==> src/nna_params.svh <==
// constants for the accelerator host interface shell
`ifndef NNA_PARAMS_SVH
`define NNA_PARAMS_SVH

// fixed write-address, write-data and write-response channel values
`define NNA_AWID 8'h10
`define NNA_WSTRB 8'hFF
`define NNA_AWSIZE 3'b011
`define NNA_AWBURST 2'b01
`define NNA_AWLOCK 1'b0
`define NNA_AWCACHE 4'h0
`define NNA_AWPROT 3'b000
`define NNA_AWREGION 4'h0
`define NNA_AWQOS 4'h0
`define NNA_BREADY 1'b1

// burst length limits, in beats
`define NNA_BURST_32 9'h020
`define NNA_BURST_256 9'h100
`define NNA_LEN_ONE 9'h001
`define NNA_LEN_ZERO 9'h000

// input port read latency, in system clock cycles
`define NNA_RD_LAT 4'h7
`define NNA_CNT_ONE 4'h1
`define NNA_CNT_ZERO 4'h0

// input port offset fields
`define NNA_OFS_W 17
`define NNA_WADDR_MSB 12
`define NNA_WADDR_LSB 0
`define NNA_BANK_MSB 16
`define NNA_BANK_LSB 13
`define NNA_PORT_DW 16

// data path widths and buffer depth
`define NNA_AXI_DW 64
`define NNA_AXI_AW 32
`define NNA_FIFO_DEPTH 16

// status bit positions
`define NNA_ST_CONV 0
`define NNA_ST_FC 1
`define NNA_ST_AXI 2
`define NNA_ST_RUN 3
`define NNA_ST_CMDRD 4
`define NNA_ST_DRAM 5
`define NNA_ST_DCMD 6
`define NNA_ST_FWAIT 7

// reset values
`define NNA_ZERO32 32'h0000_0000
`define NNA_ZERO64 64'h0000_0000_0000_0000
`define NNA_ZERO16 16'h0000
`define NNA_ZERO8 8'h00

`endif

==> src/nna_pkg.sv <==
// types shared by the host interface shell
package nna_pkg;
  typedef enum logic [0:0] {CT_IDLE, CT_RUN} nna_ctl_t;
  typedef enum logic [1:0] {AW_IDLE, AW_ADDR, AW_DATA} nna_aw_t;
endpackage

==> src/nna_fifo.sv <==
// parameterised first-in first-out buffer with valid/ready on both sides
`timescale 1ns/1ps
module nna_fifo #(
  parameter int W = 64,
  parameter int D = 16
) (
  input wire logic clk,
  input wire logic rst,
  input wire logic in_valid,
  input wire logic [W-1:0] in_data,
  output logic in_ready,
  output logic out_valid,
  input wire logic out_ready,
  output logic [W-1:0] out_data
);
  localparam int AW = $clog2(D);

  logic [W-1:0] mem [D];
  logic [AW-1:0] wr_ptr;
  logic [AW-1:0] rd_ptr;
  logic [AW:0] count;
  logic [AW:0] next_count;
  wire push = in_valid && in_ready;
  wire pop = out_valid && out_ready;

  // occupancy after this cycle's push and pop
  assign next_count = (push && !pop) ? count + 1'b1 :
                      ((!push && pop) ? count - 1'b1 : count);
  assign out_data = mem[rd_ptr];

  // storage write
  always_ff @(posedge clk) begin
    if (push) begin
      mem[wr_ptr] <= in_data;
    end
  end

  // pointers and registered full/empty flags
  always_ff @(posedge clk) begin
    if (rst) begin
      wr_ptr <= '0;
      rd_ptr <= '0;
      count <= '0;
      in_ready <= 1'b0;
      out_valid <= 1'b0;
    end else begin
      if (push) begin
        wr_ptr <= wr_ptr + 1'b1;
      end
      if (pop) begin
        rd_ptr <= rd_ptr + 1'b1;
      end
      count <= next_count;
      in_ready <= next_count != (AW+1)'(D);
      out_valid <= next_count != '0;
    end
  end
endmodule

==> src/nna_top.sv <==
// host interface shell of the inference engine: control, input port, result, dram write
`timescale 1ns/1ps
`include "nna_params.svh"
module nna_top #(
  parameter logic [8:0] MAX_BURST = `NNA_BURST_256
) (
  input wire logic ref_clk,
  input wire logic rst,
  input wire logic start,
  input wire logic [`NNA_AXI_AW-1:0] code_base,
  output logic rd_rdy,
  output logic [7:0] status,
  output logic [31:0] gpo,
  input wire logic port_req,
  input wire logic port_wr,
  input wire logic [`NNA_OFS_W-1:0] port_ofs,
  input wire logic [`NNA_PORT_DW-1:0] port_wdata,
  output logic port_ready,
  output logic port_rdata_valid,
  output logic [`NNA_PORT_DW-1:0] port_rdata,
  output logic result_we,
  output logic [15:0] result_data,
  output logic eng_start,
  output logic [`NNA_AXI_AW-1:0] eng_code_base,
  input wire logic eng_finish,
  input wire logic eng_conv_busy,
  input wire logic eng_fc_busy,
  input wire logic eng_cmd_fifo_rd,
  input wire logic eng_dram_access,
  input wire logic eng_dram_cmd,
  input wire logic eng_fifo_wait,
  input wire logic eng_gpo_we,
  input wire logic [31:0] eng_gpo_data,
  input wire logic eng_res_valid,
  input wire logic [15:0] eng_res_data,
  output logic mem_we,
  output logic mem_re,
  output logic [3:0] mem_bank,
  output logic [12:0] mem_addr,
  output logic [`NNA_PORT_DW-1:0] mem_wdata,
  input wire logic [`NNA_PORT_DW-1:0] mem_rdata,
  input wire logic wr_req_valid,
  input wire logic [`NNA_AXI_AW-1:0] wr_req_addr,
  input wire logic [8:0] wr_req_len,
  output logic wr_req_ready,
  input wire logic wr_data_valid,
  input wire logic [`NNA_AXI_DW-1:0] wr_data,
  output logic wr_data_ready,
  input wire logic aclk,
  output logic [7:0] axi_awid,
  output logic [`NNA_AXI_AW-1:0] axi_awaddr,
  output logic [3:0] axi_awregion,
  output logic [7:0] axi_awlen,
  output logic [2:0] axi_awsize,
  output logic [1:0] axi_awburst,
  output logic axi_awlock,
  output logic [3:0] axi_awcache,
  output logic [2:0] axi_awprot,
  output logic [3:0] axi_awqos,
  output logic axi_awvalid,
  input wire logic axi_awready,
  output logic [7:0] axi_wid,
  output logic [`NNA_AXI_DW-1:0] axi_wdata,
  output logic [7:0] axi_wstrb,
  output logic axi_wlast,
  output logic axi_wvalid,
  input wire logic axi_wready,
  output logic axi_bready
);
  import nna_pkg::*;

  nna_ctl_t ctl;
  nna_aw_t aw_st;
  logic rd_busy;
  logic [3:0] rd_cnt;
  logic [2:0] sync1;
  logic [2:0] sync2;
  logic [2:0] sync3;
  logic [2:0] lvl;
  logic [8:0] beats_left;
  logic fifo_valid;
  logic [`NNA_AXI_DW-1:0] fifo_data;
  logic [7:0] next_status;

  // control handshake decode
  wire go_run = (ctl == CT_IDLE) && start && !rd_busy && !(port_req && port_ready && !port_wr);
  wire go_idle = (ctl == CT_RUN) && eng_finish;
  wire next_idle = ((ctl == CT_IDLE) && !go_run) || go_idle;

  // input port decode
  wire port_take = port_req && port_ready;
  wire wr_take = port_take && port_wr;
  wire rd_take = port_take && !port_wr;
  wire rd_done = rd_busy && (rd_cnt == `NNA_RD_LAT - `NNA_CNT_ONE);
  wire next_busy = rd_take || (rd_busy && !rd_done);

  // control state and start pulse toward the engine
  always_ff @(posedge ref_clk) begin
    eng_start <= 1'b0;
    if (rst) begin
      ctl <= CT_IDLE;
      rd_rdy <= 1'b1;
      eng_code_base <= `NNA_ZERO32;
    end else if (go_run) begin
      ctl <= CT_RUN;
      rd_rdy <= 1'b0;
      eng_start <= 1'b1;
      eng_code_base <= code_base;
    end else if (go_idle) begin
      ctl <= CT_IDLE;
      rd_rdy <= 1'b1;
    end
  end

  // input port: writes forward at once, reads wait out the latency
  always_ff @(posedge ref_clk) begin
    mem_we <= wr_take;
    mem_re <= rd_take;
    port_rdata_valid <= 1'b0;
    if (port_take) begin
      mem_bank <= port_ofs[`NNA_BANK_MSB:`NNA_BANK_LSB];
      mem_addr <= port_ofs[`NNA_WADDR_MSB:`NNA_WADDR_LSB];
      mem_wdata <= port_wdata;
    end
    if (rst) begin
      mem_we <= 1'b0;
      mem_re <= 1'b0;
      rd_busy <= 1'b0;
      rd_cnt <= `NNA_CNT_ZERO;
      port_ready <= 1'b1;
      port_rdata <= `NNA_ZERO16;
      mem_bank <= 4'h0;
      mem_addr <= 13'h0000;
      mem_wdata <= `NNA_ZERO16;
    end else begin
      rd_busy <= next_busy;
      rd_cnt <= rd_take ? `NNA_CNT_ONE : (rd_busy ? rd_cnt + `NNA_CNT_ONE : `NNA_CNT_ZERO);
      port_ready <= next_idle && !next_busy;
      if (rd_done) begin
        port_rdata_valid <= 1'b1;
        port_rdata <= mem_rdata;
      end
    end
  end

  // status vector and general purpose output
  assign next_status[`NNA_ST_CONV] = eng_conv_busy;
  assign next_status[`NNA_ST_FC] = eng_fc_busy;
  assign next_status[`NNA_ST_AXI] = aw_st != AW_IDLE;
  assign next_status[`NNA_ST_RUN] = ctl == CT_RUN;
  assign next_status[`NNA_ST_CMDRD] = eng_cmd_fifo_rd;
  assign next_status[`NNA_ST_DRAM] = eng_dram_access || (aw_st != AW_IDLE);
  assign next_status[`NNA_ST_DCMD] = eng_dram_cmd || axi_awvalid;
  assign next_status[`NNA_ST_FWAIT] = eng_fifo_wait;

  always_ff @(posedge ref_clk) begin
    if (rst) begin
      status <= `NNA_ZERO8;
      gpo <= `NNA_ZERO32;
    end else begin
      status <= next_status;
      if (eng_gpo_we) begin
        gpo <= eng_gpo_data;
      end
    end
  end

  // result strobe and word
  always_ff @(posedge ref_clk) begin
    if (rst) begin
      result_we <= 1'b0;
      result_data <= `NNA_ZERO16;
    end else begin
      result_we <= eng_res_valid;
      if (eng_res_valid) begin
        result_data <= eng_res_data;
      end
    end
  end

  // three-stage sampling of the bus clock and ready pins
  wire [2:0] agree = ~(sync2 ^ sync3);
  wire [2:0] next_lvl = (agree & sync3) | (~agree & lvl);
  wire aclk_rise = next_lvl[0] && !lvl[0];
  wire aw_rdy = lvl[1];
  wire w_rdy = lvl[2];

  always_ff @(posedge ref_clk) begin
    sync1 <= {axi_wready, axi_awready, aclk};
    sync2 <= sync1;
    sync3 <= sync2;
    if (rst) begin
      lvl <= 3'h0;
    end else begin
      lvl <= next_lvl;
    end
  end

  // write burst sequencing, stepped on bus clock edges
  wire [8:0] eff_len = (wr_req_len > MAX_BURST) ? MAX_BURST : wr_req_len;
  wire req_take = wr_req_valid && wr_req_ready;
  wire aw_done = aclk_rise && axi_awvalid && aw_rdy;
  wire w_done = aclk_rise && axi_wvalid && w_rdy;
  wire w_can_load = aclk_rise && (aw_st == AW_DATA) && (beats_left != `NNA_LEN_ZERO)
                    && (!axi_wvalid || (w_rdy && !axi_wlast));
  wire fifo_pop = w_can_load && fifo_valid;
  wire next_aw_idle = ((aw_st == AW_IDLE) && !req_take)
                      || ((aw_st == AW_DATA) && w_done && axi_wlast);

  always_ff @(posedge ref_clk) begin
    if (rst) begin
      aw_st <= AW_IDLE;
      axi_awvalid <= 1'b0;
      axi_awaddr <= `NNA_ZERO32;
      axi_awlen <= `NNA_ZERO8;
      axi_wvalid <= 1'b0;
      axi_wlast <= 1'b0;
      axi_wdata <= `NNA_ZERO64;
      beats_left <= `NNA_LEN_ZERO;
      wr_req_ready <= 1'b0;
    end else begin
      wr_req_ready <= next_aw_idle;
      unique case (aw_st)
        AW_IDLE: begin
          if (req_take) begin
            aw_st <= AW_ADDR;
            axi_awaddr <= wr_req_addr;
            axi_awlen <= 8'(eff_len - `NNA_LEN_ONE);
            beats_left <= eff_len;
          end
        end
        AW_ADDR: begin
          axi_awvalid <= !aw_done && (axi_awvalid || aclk_rise); // only just after a bus edge
          if (aw_done) begin
            aw_st <= AW_DATA;
          end
        end
        AW_DATA: begin
          if (fifo_pop) begin
            axi_wvalid <= 1'b1;
            axi_wdata <= fifo_data;
            axi_wlast <= beats_left == `NNA_LEN_ONE;
            beats_left <= beats_left - `NNA_LEN_ONE;
          end else if (w_done) begin
            axi_wvalid <= 1'b0;
            if (axi_wlast) begin
              aw_st <= AW_IDLE;
              axi_wlast <= 1'b0;
            end
          end
        end
      endcase
    end
  end

  // fixed channel attributes
  always_ff @(posedge ref_clk) begin
    axi_awid <= `NNA_AWID;
    axi_wid <= `NNA_AWID;
    axi_wstrb <= `NNA_WSTRB;
    axi_awsize <= `NNA_AWSIZE;
    axi_awburst <= `NNA_AWBURST;
    axi_awlock <= `NNA_AWLOCK;
    axi_awcache <= `NNA_AWCACHE;
    axi_awprot <= `NNA_AWPROT;
    axi_awregion <= `NNA_AWREGION;
    axi_awqos <= `NNA_AWQOS;
    axi_bready <= `NNA_BREADY;
  end

  // write data buffer between engine and bus
  nna_fifo #(
    .W(`NNA_AXI_DW),
    .D(`NNA_FIFO_DEPTH)
  ) u_wfifo (
    .clk(ref_clk),
    .rst(rst),
    .in_valid(wr_data_valid),
    .in_data(wr_data),
    .in_ready(wr_data_ready),
    .out_valid(fifo_valid),
    .out_ready(fifo_pop),
    .out_data(fifo_data)
  );
endmodule
==> config.mk <==
export PLATFORM = sky130hd
export DESIGN_NAME = nna_top
export DESIGN_NICKNAME = d
export VERILOG_FILES = /design/src/nna_pkg.sv /design/src/nna_fifo.sv /design/src/nna_top.sv
export VERILOG_INCLUDE_DIRS = /design/src /design/src/src
export SDC_FILE = /design/constraint.sdc
export NUM_CORES = 2
export LEC_CHECK = 0
export ABC_AREA = 1
export BUFFER_PORTS_ARGS = -buffer_cell sky130_fd_sc_hd__buf_2
export CORE_ASPECT_RATIO = 0.6
export CORE_UTILIZATION = 55
export CTS_CLUSTER_SIZE = 28
export DETAILED_ROUTE_END_ITERATION = 16
export PLACE_DENSITY = 0.75
export SKIP_CTS_REPAIR_TIMING = 1
export SLEW_MARGIN = 20
export SYNTH_ARGS = -nofsm -noshare
export SYNTH_HDL_FRONTEND = slang
export SYNTH_SLANG_ARGS = --single-unit
==> constraint.sdc <==
create_clock -name ref_clk -period 9.9 [get_ports ref_clk]
set_input_delay 1.98 -clock ref_clk [delete_from_list [all_inputs] [get_ports ref_clk]]
set_output_delay 1.98 -clock ref_clk [all_outputs]
set_load 0.005 [all_outputs]
==> flow_metrics.py <==
metrics = {
    "synth": {
        "ys_seq_area_share_pct": 71.7,
        "ys_top_cells_by_area": "edfxtp_1 60%, dfxtp_1 12%, nor2_1 7.1%",
        "yosysUniqueCellTypes": 43,
        "avgSynthCellArea_um2": 12.0,
        "yosysMostFrequentCell": "edfxtp_1",
        "synth_top_cell_area_share_pct": 60.1,
        "synthTopCellsByCount": "1,024 x edfxtp_1, 964 x nor2_1, 598 x o21ai_0, 296 x dfxtp_1, 232 x nand3_1",
        "yosys_warnings": 0,
        "ys_async_sr_fraction_pct": 0,
        "synthFlopType": "edfxtp_1",
        "synth_cells": 4271,
        "yosys.area.top_type": "edfxtp_1",
        "netlist_area_mm2": 0.0511,
        "ys_ff_latch": 1320,
        "synth_edf_count": 1024,
    },
    "sta": {
        "finalSetupTns_ns": 0,
        "post-route-period-util_pct": 42.7,
        "fin_crit_ns": 4.23,
        "drv_slew": 0,
        "finalHoldViolCount": 0,
        "skew_ns": 0.0216,
        "rsz0062_at_grt": "no",
        "fmax_mhz": 236,
        "hold_ws_ns": 0.327,
        "finalSetupViolCount": 0,
        "worstMarginPinSlew_ns": 1.30,
        "slew_headroom_pct": 13.2,
        "setup_ws_ns": 5.67,
    },
    "final_layout": {
        "final_layout_size_suffix_gt1_share_pct": 16.1,
        "area_growth_syn_to_layout_pct": 13.3,
        "nNetsFinal": 4908,
    },
    "setup_path": {
        "cpPeakStageDelay_ns": 1.04,
        "cp-end-kind": "flip-flop",
        "critPathSlowestCell": "dfxtp_4",
        "crit_arrival_ns": 4.89,
        "timing.critical_path.mode_cell": "nand3_1",
        "startpoint_type": "flip-flop",
        "worstPathMaxFanout": 247,
        "worstPathCellList": "buf_4 -> buf_12 -> o21ai_0 -> o221ai_1 -> nand3_1 -> nand3_1 -> o211ai_1 -> inv_1",
        "path_class": "flip-flop to flip-flop",
        "required_ns": 10.56,
    },
    "route": {
        "vias": 35284,
        "final_antenna_net_count": 0,
        "drt_wl_total_mm": 135,
        "highest-signal-layer": "met5",
        "post_drt_wl_per_cell_um": 22.6,
        "met1_length_mm": 58.7,
        "wl_met2_mm": 57.4,
        "dr_wl_met3_mm": 15.9,
        "drtPass1Iterations": 6,
        "vias_per_cell": 5.90,
        "drc": 0,
        "drt-initial-drc-count": 4360,
    },
    "cts": {
        "insertion_delay_ns": 0.71,
        "cts_tree": "yes",
        "clk_pin_slew_worst_paths_ns": 0.07,
        "cts_buffers": 114,
        "cts-root-buf": "clkbuf_16",
        "clock_path_buffers": 3,
        "cts.htree.levels": 3,
        "clock-sinks": 1320,
    },
    "job": {
        "timing.max_cap.violations": 0,
    },
    "floorplan": {
        "io_pins": 552,
        "core-area_mm2": 0.0919,
        "dieWidth_um": 396,
        "die_area_mm2": 0.0942,
        "rows": 86,
        "fp.dieH_um": 238,
        "start_util_pct": 55.7,
    },
    "global_routing": {
        "grt_use_total_pct": 27.9,
        "grt_pass1_wl_mm": 201,
        "grt_pass1_vias": 32230,
        "antenna_found_initial": 24,
        "grt_overflow_total": 0,
        "grt_max_degree": 248,
    },
    "place": {
        "dp_hpwl_mm": 77.1,
        "portBuffers": 505,
        "routabilityCongestion": 0.901,
        "place_ws_ns": 5.13,
    },
    "power": {
        "powerDensity_mw_per_mm2": 205,
        "p_leak_nw": 21.0,
        "ir_drop_mv": 0.156,
        "p_total_w": 0.0119,
    },
    "outcome": {
        "outcome": "complete, no violations",
    },
    "worst_hold_path": {
        "hold_path.class": "flip-flop to flip-flop",
    },
}
## stage by stage
step / util (%) / area (µm²) / instances
floorplan: - / 51300 / 4315
global placement: 58.8 / 54100 / 5755
detailed placement: 58.8 / 54100 / 5755
CTS: 63.0 / 57900 / 5968
global route: 63.0 / 57900 / 5972
finish: 63.1 / 57900 / 5981
## power breakdown
group	switching, W	internal, W	leakage, nW
Combinational	0.000707	0.000329	7.44
Sequential	0.000102	0.00619	11.7
Clock	0.00203	0.00255	1.86
Total	0.00284	0.00907	21.0
## metal layers
layer,vias to the layer above,GRT usage [%]
li1,16050,-
met1,17136,43.1
met2,1854,38.7
met3,224,8.42
met4,20,6.55
met5,-,0
## cells by family (layout without fill, tap and decap cells)
| group | after synthesis | after routing | share of synthesized area (%) |
|---|---|---|---|
| compound gates | 1054 | 1054 | 12.2 |
| flops | 1320 | 1320 | 71.7 |
| buf+inv | 469 | 890 | 4.49 |
| simple gates | 1398 | 1398 | 11.0 |
| other cells | 2 | 59 | 0.0147 |
| xor+xnor | 12 | 12 | 0.206 |
| fa+ha+maj | 16 | 16 | 0.391 |
## layout by cell type (no fill, tap or decap), types with 3 or more instances in the layout
master / n
o211ai_1: 153
buf_2: 504
clkinv_1: 21
o221ai_1: 143
nor2_4: 17
nand4_1: 8
buf_6: 7
o21bai_1: 3
clkbuf_8: 8
inv_1: 117
dfxtp_1: 292
clkinv_2: 21
clkinvlp_4: 8
clkbuf_1: 20
a31oi_1: 3
diode_2: 13
ha_1: 16
a21oi_1: 81
dfxtp_4: 4
nand2_1: 176
clkbuf_16: 116
nand3_1: 232
edfxtp_1: 1024
inv_6: 6
o22ai_1: 4
buf_4: 33
o21ai_1: 65
nor3_1: 7
xor2_1: 9
conb_1: 46
bufinv_16: 13
nor2_1: 948
xnor2_1: 3
inv_2: 7
o21ai_0: 598
## cell type report
class                   instances  area (µm²)
flip-flops and latches       1320       36700
fillers                      6972       33900
multi-input cells            2526       12500
clock buffers                 144        3090
repair buffers                545        2870
well taps                    1232        1540
clock inverters                69         733
inverters                     132         536
diodes                         13        32.5
## worst paths after layout
check | startpoint | slack [ns] | end | cells past startpoint
max | u_wfifo.rd_ptr[0] | 5.67 | axi_wdata[53] | 8
min | sync1[1] | 0.33 | sync2[1] | 0
max reg2reg | u_wfifo.rd_ptr[0] | 5.67 | axi_wdata[53] | 8
min reg2reg | sync1[1] | 0.33 | sync2[1] | 0
## critical path: cells and delay by family, from the launching register on
kind	cells	cell delay, ns
AOI/OAI and AO/OA	3	0.60
buffers and inverters	3	1.57
DFF	1	1.04
and+or+nand+nor	2	0.42
## state kept, by name, indices dropped and copies added, names as in the netlist, 2 cells and up, named ones only
register,cells
mem_wdata,16
aw_st,2
u_wfifo.mem,1024
u_wfifo.wr_ptr,4
beats_left,9
rd_cnt,4
sync1,3
u_wfifo.rd_ptr,4
sync2,3
u_wfifo.count,5
axi_awaddr,32
sync3,3
status,8
result_data,16
mem_addr,13
axi_awlen,8
eng_code_base,32
axi_wdata,64
mem_bank,4
port_rdata,16
gpo,32
(Power assumes the default switching activity.)
